--- config.mk ---
export PLATFORM = sky130hd
export DESIGN_NAME = rdst_sleep_ctrl
export DESIGN_NICKNAME = d
export VERILOG_FILES = /design/src/hdl/rdst_pkg.sv /design/src/hdl/rdst_time_if.sv /design/src/hdl/rdst_sleep_ctrl.sv /design/src/hdl/rdst_timebase.sv
export SDC_FILE = /design/constraint.sdc
export NUM_CORES = 1
export LEC_CHECK = 0
export BUFFER_PORTS_ARGS = -buffer_cell sky130_fd_sc_hd__buf_2
export CAP_MARGIN = 20
export CORE_ASPECT_RATIO = 0.5
export CORE_MARGIN = 3
export CORE_UTILIZATION = 50
export CTS_CLUSTER_SIZE = 25
export DETAILED_ROUTE_END_ITERATION = 7
export PLACE_DENSITY = 0.72
export SYNTH_ARGS = -nofsm -noshare
export SYNTH_HDL_FRONTEND = slang
export SYNTH_SLANG_ARGS = --single-unit
--- constraint.sdc ---
create_clock -name sys_clk -period 4.3 [get_ports sys_clk]
set_input_delay 0.86 -clock sys_clk [delete_from_list [all_inputs] [get_ports sys_clk]]
set_output_delay 0.86 -clock sys_clk [all_outputs]
set_load 0.01 [all_outputs]
--- src/hdl/rdst_pkg.sv ---
// Constants, register map and state types for the deep-sleep timer.
package rdst_pkg;

  // Register byte addresses.
  localparam logic [31:0] ADDR_CONTROL = 32'h4000_0030;
  localparam logic [31:0] ADDR_SLEEP_TIME = 32'h4000_0034;
  localparam logic [31:0] ADDR_SLEEP_DUR = 32'h4000_0038;
  localparam logic [31:0] ADDR_LEAD_TIMES = 32'h4000_003c;
  localparam logic [31:0] ADDR_MICRO_CORR = 32'h4000_0040;
  localparam logic [31:0] ADDR_SLOT_CORR = 32'h4000_0044;
  localparam logic [31:0] ADDR_EVENT_STATUS = 32'h4000_0070;
  localparam logic [31:0] ADDR_EVENT_MASK = 32'h4000_0074;

  // Reset value shared by every register.
  localparam logic [31:0] REG_RESET = 32'h0000_0000;

  // Control register fields.
  localparam int CTL_EXT_DIS_BIT = 31;
  localparam int CTL_SLEEP_STAT_BIT = 15;
  localparam int CTL_SOFT_WAKE_BIT = 4;
  localparam int CTL_CORR_EN_BIT = 3;
  localparam int CTL_SLEEP_REQ_BIT = 2;
  localparam int CTL_IRQ_EN_LSB = 0;
  localparam int IRQ_EN_W = 2;
  localparam logic [1:0] IRQ_EN_ALL = 2'h3;

  // Lead time fields.
  localparam int EXT_DELAY_LSB = 21;
  localparam int EXT_DELAY_W = 11;
  localparam int SET_LEAD_LSB = 10;
  localparam int SET_LEAD_W = 11;
  localparam int REL_LEAD_LSB = 0;
  localparam int REL_LEAD_W = 10;

  // Correction widths.
  localparam int MICRO_W = 10;
  localparam int SLOT_W = 27;

  // Event status bits.
  localparam int EV_W = 3;
  localparam int EV_ENTER_BIT = 0;
  localparam int EV_TIMER_WAKE_BIT = 1;
  localparam int EV_REQ_WAKE_BIT = 2;

  // Timing.
  localparam int CLK_PERIOD_NS = 40;
  localparam int MICROSECOND_NS = 1000;
  localparam int US_CYCLES = MICROSECOND_NS / CLK_PERIOD_NS;
  localparam logic [4:0] US_DIV_LAST = 5'(US_CYCLES - 1);
  localparam int SLOT_US = 625;
  localparam logic [MICRO_W-1:0] SLOT_US_LAST = 10'(SLOT_US - 1);

  typedef enum logic [1:0] {
    ST_ACTIVE,
    ST_ENTER,
    ST_ASLEEP,
    ST_WAKE
  } rdst_state_t;

endpackage

--- src/hdl/rdst_time_if.sv ---
// Link between the sleep controller and the microsecond and slot timebase.
`timescale 1ns/100ps
interface rdst_time_if;
  logic load;
  logic run;
  logic [9:0] micro_load;
  logic [26:0] slot_load;
  logic [9:0] micro_cnt;
  logic [26:0] slot_cnt;

  modport ctrl (
    output load,
    output run,
    output micro_load,
    output slot_load,
    input micro_cnt,
    input slot_cnt
  );

  modport timebase (
    input load,
    input run,
    input micro_load,
    input slot_load,
    output micro_cnt,
    output slot_cnt
  );
endinterface

--- src/hdl/rdst_sleep_ctrl.sv ---
// Deep-sleep controller: register bank, sleep timer, wake interrupt and wake sequencing.
//
// Notes on behaviour
// - External wake request wakes the core unless the external wake disable bit is set.
// - Sleep status reads 1 while the core is in deep sleep and through the wake cycle that follows.
// - Writing 1 to software wake request wakes a sleeping core; reads as 0.
// - Writing 1 to correction enable after wake loads and restarts counters; reads 0.
// - Sleep request asks for deep sleep; cleared when sleep status falls.
// - Sleep time gives low-power cycles spent asleep before automatic wake.
// - Sleep time of zero sleeps forever until a wake request arrives.
// - Duration counter clears at sleep start, counts low-power cycles, then holds.
// - After external wake, interrupt drops when the external delay has elapsed.
// - Wake interrupt rises when the timer is the set lead short of expiry.
// - Wake interrupt drops when the timer is the release lead short of expiry.
// - Micro correction register holds the phase loaded into the fine counter.
// - Slot correction register holds the value loaded into the slot counter.
// - Fine counter counts microseconds within each 625 microsecond slot.
//
// Decided for this implementation: the strobed register port.
`timescale 1ns/100ps
module rdst_sleep_ctrl
  import rdst_pkg::*;
(
  input wire logic sys_clk,
  input wire logic srst,
  input wire logic [31:0] addr,
  input wire logic [31:0] wr_data,
  input wire logic wr_en,
  input wire logic rd_en,
  output logic [31:0] rd_data,
  input wire logic lp_clk,
  input wire logic external_wake_request,
  output logic low_power_wake_interrupt,
  output logic core_clock_run,
  output logic irq,
  output logic [MICRO_W-1:0] microsecond_counter,
  output logic [SLOT_W-1:0] slot_counter
);

  typedef struct packed {
    rdst_state_t st;
    logic external_wake_disable;
    logic [IRQ_EN_W-1:0] irq_en;
    logic sleep_req;
    logic [31:0] sleep_time_target;
    logic [31:0] sleep_duration_measured;
    logic [EXT_DELAY_W-1:0] ext_delay;
    logic [SET_LEAD_W-1:0] set_lead;
    logic [REL_LEAD_W-1:0] rel_lead;
    logic [MICRO_W-1:0] micro_corr;
    logic [SLOT_W-1:0] slot_corr;
    logic woke;
    logic tb_run;
    logic tb_load;
    logic clk_run;
    logic lp_q;
    logic wake_irq;
    logic ext_active;
    logic [EXT_DELAY_W-1:0] ext_cnt;
    logic [EV_W-1:0] ev_status;
    logic [EV_W-1:0] ev_mask;
    logic [31:0] rd_data;
  } rdst_ctrl_state_t;

  rdst_ctrl_state_t s_q;
  rdst_ctrl_state_t s_d;

  rdst_time_if tif ();

  rdst_timebase u_timebase (
    .sys_clk(sys_clk),
    .srst(srst),
    .tif(tif)
  );

  logic lp_tick;
  logic sleep_stat;
  logic wr_ctrl;
  logic ext_accept;
  logic soft_wake;
  logic timer_expire;
  logic timed_sleep;
  logic [31:0] dur_next;
  logic [31:0] remaining;
  logic [EV_W-1:0] ev_set;
  logic [31:0] rd_value;

  // The low-power clock is taken as synchronous, so one register suffices for its edge.
  assign lp_tick = lp_clk & ~s_q.lp_q;

  // Status stays high through the wake cycle so the clock is back before it falls.
  assign sleep_stat = (s_q.st == ST_ASLEEP) || (s_q.st == ST_WAKE);

  assign wr_ctrl = wr_en && (addr == ADDR_CONTROL);
  assign soft_wake = wr_ctrl && wr_data[CTL_SOFT_WAKE_BIT] && (s_q.st == ST_ASLEEP);
  assign ext_accept = external_wake_request && !s_q.external_wake_disable && (s_q.st == ST_ASLEEP);
  assign dur_next = 32'(s_q.sleep_duration_measured + 32'h1);
  assign timed_sleep = (s_q.sleep_time_target != REG_RESET);
  assign timer_expire = (s_q.st == ST_ASLEEP) && lp_tick && timed_sleep &&
                        (dur_next == s_q.sleep_time_target);
  assign remaining = 32'(s_q.sleep_time_target - s_q.sleep_duration_measured);

  always_comb begin
    rd_value = REG_RESET;
    if (addr == ADDR_CONTROL) begin
      rd_value[CTL_EXT_DIS_BIT] = s_q.external_wake_disable;
      rd_value[CTL_SLEEP_STAT_BIT] = sleep_stat;
      rd_value[CTL_SLEEP_REQ_BIT] = s_q.sleep_req;
      rd_value[CTL_IRQ_EN_LSB +: IRQ_EN_W] = s_q.irq_en;
    end else if (addr == ADDR_SLEEP_TIME) begin
      rd_value = s_q.sleep_time_target;
    end else if (addr == ADDR_SLEEP_DUR) begin
      rd_value = s_q.sleep_duration_measured;
    end else if (addr == ADDR_LEAD_TIMES) begin
      rd_value[EXT_DELAY_LSB +: EXT_DELAY_W] = s_q.ext_delay;
      rd_value[SET_LEAD_LSB +: SET_LEAD_W] = s_q.set_lead;
      rd_value[REL_LEAD_LSB +: REL_LEAD_W] = s_q.rel_lead;
    end else if (addr == ADDR_MICRO_CORR) begin
      rd_value[MICRO_W-1:0] = s_q.micro_corr;
    end else if (addr == ADDR_SLOT_CORR) begin
      rd_value[SLOT_W-1:0] = s_q.slot_corr;
    end else if (addr == ADDR_EVENT_STATUS) begin
      rd_value[EV_W-1:0] = s_q.ev_status;
    end else if (addr == ADDR_EVENT_MASK) begin
      rd_value[EV_W-1:0] = s_q.ev_mask;
    end
  end

  always_comb begin
    s_d = s_q;
    ev_set = '0;
    s_d.lp_q = lp_clk;
    s_d.tb_load = 1'b0;
    s_d.rd_data = rd_en ? rd_value : REG_RESET;

    // Register writes.
    if (wr_en) begin
      if (addr == ADDR_CONTROL) begin
        s_d.external_wake_disable = wr_data[CTL_EXT_DIS_BIT];
        s_d.irq_en = wr_data[CTL_IRQ_EN_LSB +: IRQ_EN_W];
        s_d.sleep_req = wr_data[CTL_SLEEP_REQ_BIT];
        if (wr_data[CTL_CORR_EN_BIT] && s_q.woke) begin
          s_d.tb_load = 1'b1;
          s_d.tb_run = 1'b1;
          s_d.woke = 1'b0;
        end
      end else if (addr == ADDR_SLEEP_TIME) begin
        s_d.sleep_time_target = wr_data;
      end else if (addr == ADDR_LEAD_TIMES) begin
        s_d.ext_delay = wr_data[EXT_DELAY_LSB +: EXT_DELAY_W];
        s_d.set_lead = wr_data[SET_LEAD_LSB +: SET_LEAD_W];
        s_d.rel_lead = wr_data[REL_LEAD_LSB +: REL_LEAD_W];
      end else if (addr == ADDR_MICRO_CORR) begin
        s_d.micro_corr = wr_data[MICRO_W-1:0];
      end else if (addr == ADDR_SLOT_CORR) begin
        s_d.slot_corr = wr_data[SLOT_W-1:0];
      end else if (addr == ADDR_EVENT_MASK) begin
        s_d.ev_mask = wr_data[EV_W-1:0];
      end
    end

    // Sleep sequencing.
    case (s_q.st)
      ST_ACTIVE: begin
        if (s_q.sleep_req) begin
          s_d.st = ST_ENTER;
        end
      end
      ST_ENTER: begin
        // Entry waits for a low-power edge so the duration count starts on a whole cycle.
        if (!s_d.sleep_req) begin
          s_d.st = ST_ACTIVE;
        end else if (lp_tick) begin
          s_d.st = ST_ASLEEP;
          s_d.sleep_duration_measured = REG_RESET;
          s_d.clk_run = 1'b0;
          s_d.tb_run = 1'b0;
          s_d.woke = 1'b0;
          ev_set[EV_ENTER_BIT] = 1'b1;
        end
      end
      ST_ASLEEP: begin
        if (lp_tick) begin
          s_d.sleep_duration_measured = dur_next;
        end
        if (timer_expire) begin
          s_d.st = ST_WAKE;
          s_d.clk_run = 1'b1;
          ev_set[EV_TIMER_WAKE_BIT] = 1'b1;
        end else if (soft_wake || ext_accept) begin
          s_d.st = ST_WAKE;
          s_d.clk_run = 1'b1;
          ev_set[EV_REQ_WAKE_BIT] = 1'b1;
        end
      end
      ST_WAKE: begin
        s_d.st = ST_ACTIVE;
        s_d.sleep_req = 1'b0;
        s_d.woke = 1'b1;
      end
      default: begin
        s_d.st = ST_ACTIVE;
      end
    endcase

    // Wake interrupt from the sleep timer leads.
    if (!s_q.ext_active && sleep_stat && timed_sleep && (s_q.irq_en == IRQ_EN_ALL)) begin
      if (remaining == {22'h0, s_q.rel_lead}) begin
        s_d.wake_irq = 1'b0;
      end else if (remaining == {21'h0, s_q.set_lead}) begin
        s_d.wake_irq = 1'b1;
      end
    end

    // External wake holds the interrupt for the external delay.
    if (ext_accept) begin
      s_d.wake_irq = 1'b1;
      s_d.ext_active = 1'b1;
      s_d.ext_cnt = '0;
    end else if (s_q.ext_active && lp_tick) begin
      if (11'(s_q.ext_cnt + 11'h1) >= s_q.ext_delay) begin
        s_d.wake_irq = 1'b0;
        s_d.ext_active = 1'b0;
      end else begin
        s_d.ext_cnt = 11'(s_q.ext_cnt + 11'h1);
      end
    end

    // A read clears the status, but an event in the same cycle survives.
    if (rd_en && (addr == ADDR_EVENT_STATUS)) begin
      s_d.ev_status = ev_set;
    end else begin
      s_d.ev_status = s_q.ev_status | ev_set;
    end
  end

  always_ff @(posedge sys_clk) begin
    if (srst) begin
      s_q <= '0;
      s_q.st <= ST_ACTIVE;
      s_q.clk_run <= 1'b1;
      s_q.tb_run <= 1'b1;
    end else begin
      s_q <= s_d;
    end
  end

  assign tif.load = s_q.tb_load;
  assign tif.run = s_q.tb_run;
  assign tif.micro_load = s_q.micro_corr;
  assign tif.slot_load = s_q.slot_corr;

  assign rd_data = s_q.rd_data;
  assign low_power_wake_interrupt = s_q.wake_irq;
  assign core_clock_run = s_q.clk_run;
  assign irq = |(s_q.ev_status & s_q.ev_mask);
  assign microsecond_counter = tif.micro_cnt;
  assign slot_counter = tif.slot_cnt;

endmodule

--- src/hdl/rdst_timebase.sv ---
// Microsecond fine counter and slot counter, loadable with correction values.
`timescale 1ns/100ps
module rdst_timebase
  import rdst_pkg::*;
(
  input wire logic sys_clk,
  input wire logic srst,
  rdst_time_if.timebase tif
);

  typedef struct packed {
    logic [4:0] div;
    logic [MICRO_W-1:0] micro;
    logic [SLOT_W-1:0] slot;
  } rdst_tb_state_t;

  rdst_tb_state_t s_q;
  rdst_tb_state_t s_d;

  always_comb begin
    s_d = s_q;
    if (tif.load) begin
      s_d.div = 5'h00;
      s_d.micro = tif.micro_load;
      s_d.slot = tif.slot_load;
    end else if (tif.run) begin
      if (s_q.div >= US_DIV_LAST) begin
        s_d.div = 5'h00;
        // A loaded phase beyond the slot end still wraps rather than running on.
        if (s_q.micro >= SLOT_US_LAST) begin
          s_d.micro = 10'h000;
          s_d.slot = 27'(s_q.slot + 27'h1);
        end else begin
          s_d.micro = 10'(s_q.micro + 10'h1);
        end
      end else begin
        s_d.div = 5'(s_q.div + 5'h01);
      end
    end
  end

  always_ff @(posedge sys_clk) begin
    if (srst) begin
      s_q <= '0;
    end else begin
      s_q <= s_d;
    end
  end

  assign tif.micro_cnt = s_q.micro;
  assign tif.slot_cnt = s_q.slot;

endmodule

==> key figures <==
CTS
  – H-tree Lvls: 1
  – Maximum root-to-sink buffer count: 3
  – Worst skew pair latency: approximately 0.55 ns
  – Clock slew seen by the registers of the worst setup and hold paths: approximately 0.070 ns
  – Hold buffers post-CTS: 0
  – Num CTS Buffers: 23
  – Clk sink count: 237
  – Post-CTS Repair Setup Buffers: 0
  – Post_cts resized: 0
  – TritonCTS clock tree: built
  – CTS root buffer: clkbuf_16

Timing
  – Fin. max-slew vios: 0
  – Final Hold Viols: 0
  – Measured slew at the worst slew-check pin: about 1.1 ns
  – Final min period: 3.725 ns
  – Tcrit/Tclk final: between 80 and 90%
  – TNS Setup: 0 ns
  – Fmax: 268.4 MHz
  – RSZ-0062 raised after global routing: false
  – Setup violators final: 0
  – Setup Skew: 0.03216 ns
  – Max-Slew Margin vs Limit: approximately a quarter

GRT
  – Total grt overflow: 0
  – First-pass GRT wire length: 70,260 um
  – Pin count of the biggest net entering global routing: 68
  – GRT met2 Usage: approximately 44%
  – Vias in the first global route: between 10,000 and 15,000
  – Initial antenna violation count: 0
  – GRT Max-Usage Layer: met2
  – Grt met1 use: around two fifths
  – Total global-route track usage: 27.98%
  – Met3 Use GR: roughly 5.5%

Route
  – Post-route antenna net violation count: 0
  – DR DRC count: 0
  – 1st-iter DRT viols: 1,778
  – Total wire length: roughly 45,000 um
  – Drt wl/cell: ~19 um
  – Via-to-Cell Ratio: ~6
  – Via count: around 14,000
  – DRT Pass-1 Iters: 7

Setup path
  – Worst Path Required: around 4.7 ns
  – Data arrival time of the worst path: 4.16 ns
  – WP buf/inv: 1
  – Depth of the most critical reg-to-reg path: 12
  – Crit path depth: 12
  – Slowest Stage Delay on Critical Path: ~0.48 ns
  – Crit. End Element: flip-flop
  – CP startpoint: s_q[131]
  – Crit-path slowest cell: dfxtp_1
  – Crit path cell chain: inv_1, ha_1, a21oi_1, o21ai_0, nor2b_1, o32ai_4, a31oi_1, o211a_1, or3_1, a32oi_1, a31o_1, o22ai_2
  – Setup CP Type: reg2reg
  – Reg2Reg Setup Slack: roughly 0.57 ns
  – Startpoint types: flip-flop
  – RR Startpoint: s_q[131]
  – Crit-path max FO: 11
  – Crit path to: low_power_wake_interrupt
  – Reg-to-Reg End: low_power_wake_interrupt
  – Critical path's top delay family: compound AO/OA/AOI/OAI gates

Power
  – Final Power: approximately 4300 uW
  – Leakage: 0.005956 uW
  – Max IR drop VDD: between 0.2 and 0.3 mV
  – Cell area power density: approximately 270 nW/um2

Synth
  – Syn Inst Count: 1,935
  – Leading register cell type out of synthesis: dfxtp_1
  – Register area share after synthesis: about a third
  – Ys async rst share: 0%
  – Synth warn: 0
  – EDFF count, synth: 0
  – Avg Inst Size Synth: around 7.5 um2
  – #FFs+latches synth: approximately 240
  – Mapped Area: about 15,000 um2
  – Synth unique cells: 85
  – Synthesized Nets: slightly above 2,000

Cells and area
  – Non-Filler Instances: 2,346
  – Synthesis-to-finish area growth: 8.267%
  – Fraction of layout cells with a size suffix above 1: between 10% and 20%
  – Most common cell after layout, fill and taps aside: nand2_1
  – Diode count: 0
  – Layout Nets: between 2,000 and 2,500
  – Fillers: 2,727
  – Commonest cells after routing, fill and taps aside: nand2_1 (307), dfxtp_1 (236), a21oi_1 (216)

Floorplan
  – # rows: between 40 and 50
  – IO Count: between 100 and 150
  – CORE AREA: 28,190 um2
  – Die Span Y: between 100 and 150 um
  – Chip Width: 247.3 um
  – Die Area: ~31,000 um2
  – Starting Density: 51.65%

Run
  – Number of max-cap violations: 0

Min path
  – Hold Crit Start: s_q[119]
  – Hold WC Path Type: reg2reg

Place
  – Routability cong.: ~0.96
  – Placed Instances: ~2,300
  – DP Wirelength: between 30,000 and 40,000 um
  – IO buf count: 141

Status
  – Outcome: finished clean
## how the worst min path moves through the flow
stage | cells past startpoint | to | slack (ns)
floorplan | 2 | u_timebase.tif.slot_cnt[0] | 0.44
global route | 2 | s_q[35] | 0.50
global placement | 2 | s_q[35] | 0.46
CTS | 2 | s_q[118] | 0.48
finish | 2 | s_q[119] | 0.48
detailed placement | 2 | s_q[36] | 0.47
## power by group
group | total, uW | switching, uW | leakage (uW) | internal, uW
combinational | 129 | 91.0 | 0.00370 | 38.4
clock | 1940 | 875 | 0.000346 | 1070
sequential | 2200 | 2.25 | 0.00191 | 2200
## per-layer routing
layer	share of wire (%)	wire [um]
met1	44	19990
met2	44	20070
met3	9.0	4045
met4	2.4	1068
met5	0	0
## worst min-delay path, stage by stage, from the launching register on
cell     delay, ns
dfxtp_1       0.32
nand2_1       0.06
a21oi_1       0.05
## sequential cells by signal, summed over array words and instances, names as in the netlist, named ones only
register	count
s_q	121
core_clock_run	1
tif.slot_load	27
tif.run	1
u_timebase.s_q	5
rd_data	32
u_timebase.tif.micro_cnt	10
u_timebase.tif.slot_cnt	27
tif.micro_load	10
tif.load	1
low_power_wake_interrupt	1
## logic make-up after synthesis
kind of cell	count (synthesis)	synth area share (%)
fa+ha+maj	50	4.348
compound gates	497	20.95
simple gates	753	24.08
buf+inv	240	8.164
mux	37	2.595
xor+xnor	121	7.278
flops	237	32.59
## final cells by class
cell class | instances | area (um2) | share of cell area, %
multi-input cells | 1458 | 8641 | 54.81
flip-flops and latches | 237 | 4746 | 30.11
repair buffers | 175 | 987.2 | 6.262
clock buffers | 32 | 659.4 | 4.183
well taps | 382 | 478.0 | 3.032
inverters | 58 | 217.7 | 1.381
clock inverters | 4 | 35.03 | 0.2222
## cells in the mapped netlist (4+ instances only)
cell / instances / area share (%)
inv_1: 57 / 1.5
and2_1: 10 / 0.43
mux2i_1: 34 / 2.3
or4_1: 4 / 0.21
a31oi_1: 19 / 0.82
a21o_1: 12 / 0.62
o21ai_0: 112 / 3.8
or3_1: 17 / 0.73
buf_2: 14 / 0.48
and3_1: 16 / 0.69
xor2_1: 47 / 2.8
buf_1: 4 / 0.10
nand2_1: 307 / 7.9
buf_4: 72 / 3.7
dfxtp_1: 237 / 33
nor3_1: 30 / 1.0
nor2_1: 181 / 4.7
or2_2: 12 / 0.52
nor4_1: 29 / 1.2
a31o_2: 4 / 0.24
o211ai_1: 6 / 0.31
nand3_1: 54 / 1.9
a211oi_1: 15 / 0.77
a222oi_1: 27 / 1.9
o21a_1: 11 / 0.57
a22oi_1: 23 / 1.2
o22ai_1: 9 / 0.39
a21oi_1: 216 / 7.4
ha_1: 49 / 4.2
xnor2_1: 74 / 4.5
clkbuf_1: 92 / 2.4
a221oi_1: 5 / 0.30
nand4_1: 34 / 1.5
nor2b_1: 12 / 0.52
and4_1: 8 / 0.48
nand2b_1: 11 / 0.47
## metrics by stage
stage	hold WS, ns	worst slack, ns	cell area [um2]	util [%]
final	0.4784	0.5748	15760	55.92
after global routing	0.5034	0.3204	15760	55.92
after CTS	0.4801	0.6286	15750	55.86
after detailed placement	0.4707	0.4614	15050	53.40
after global placement	0.4581	0.6149	15050	53.40
after floorplan	0.4449	1.155	14560	-
No activity file was read; power rests on OpenSTA's default activity.
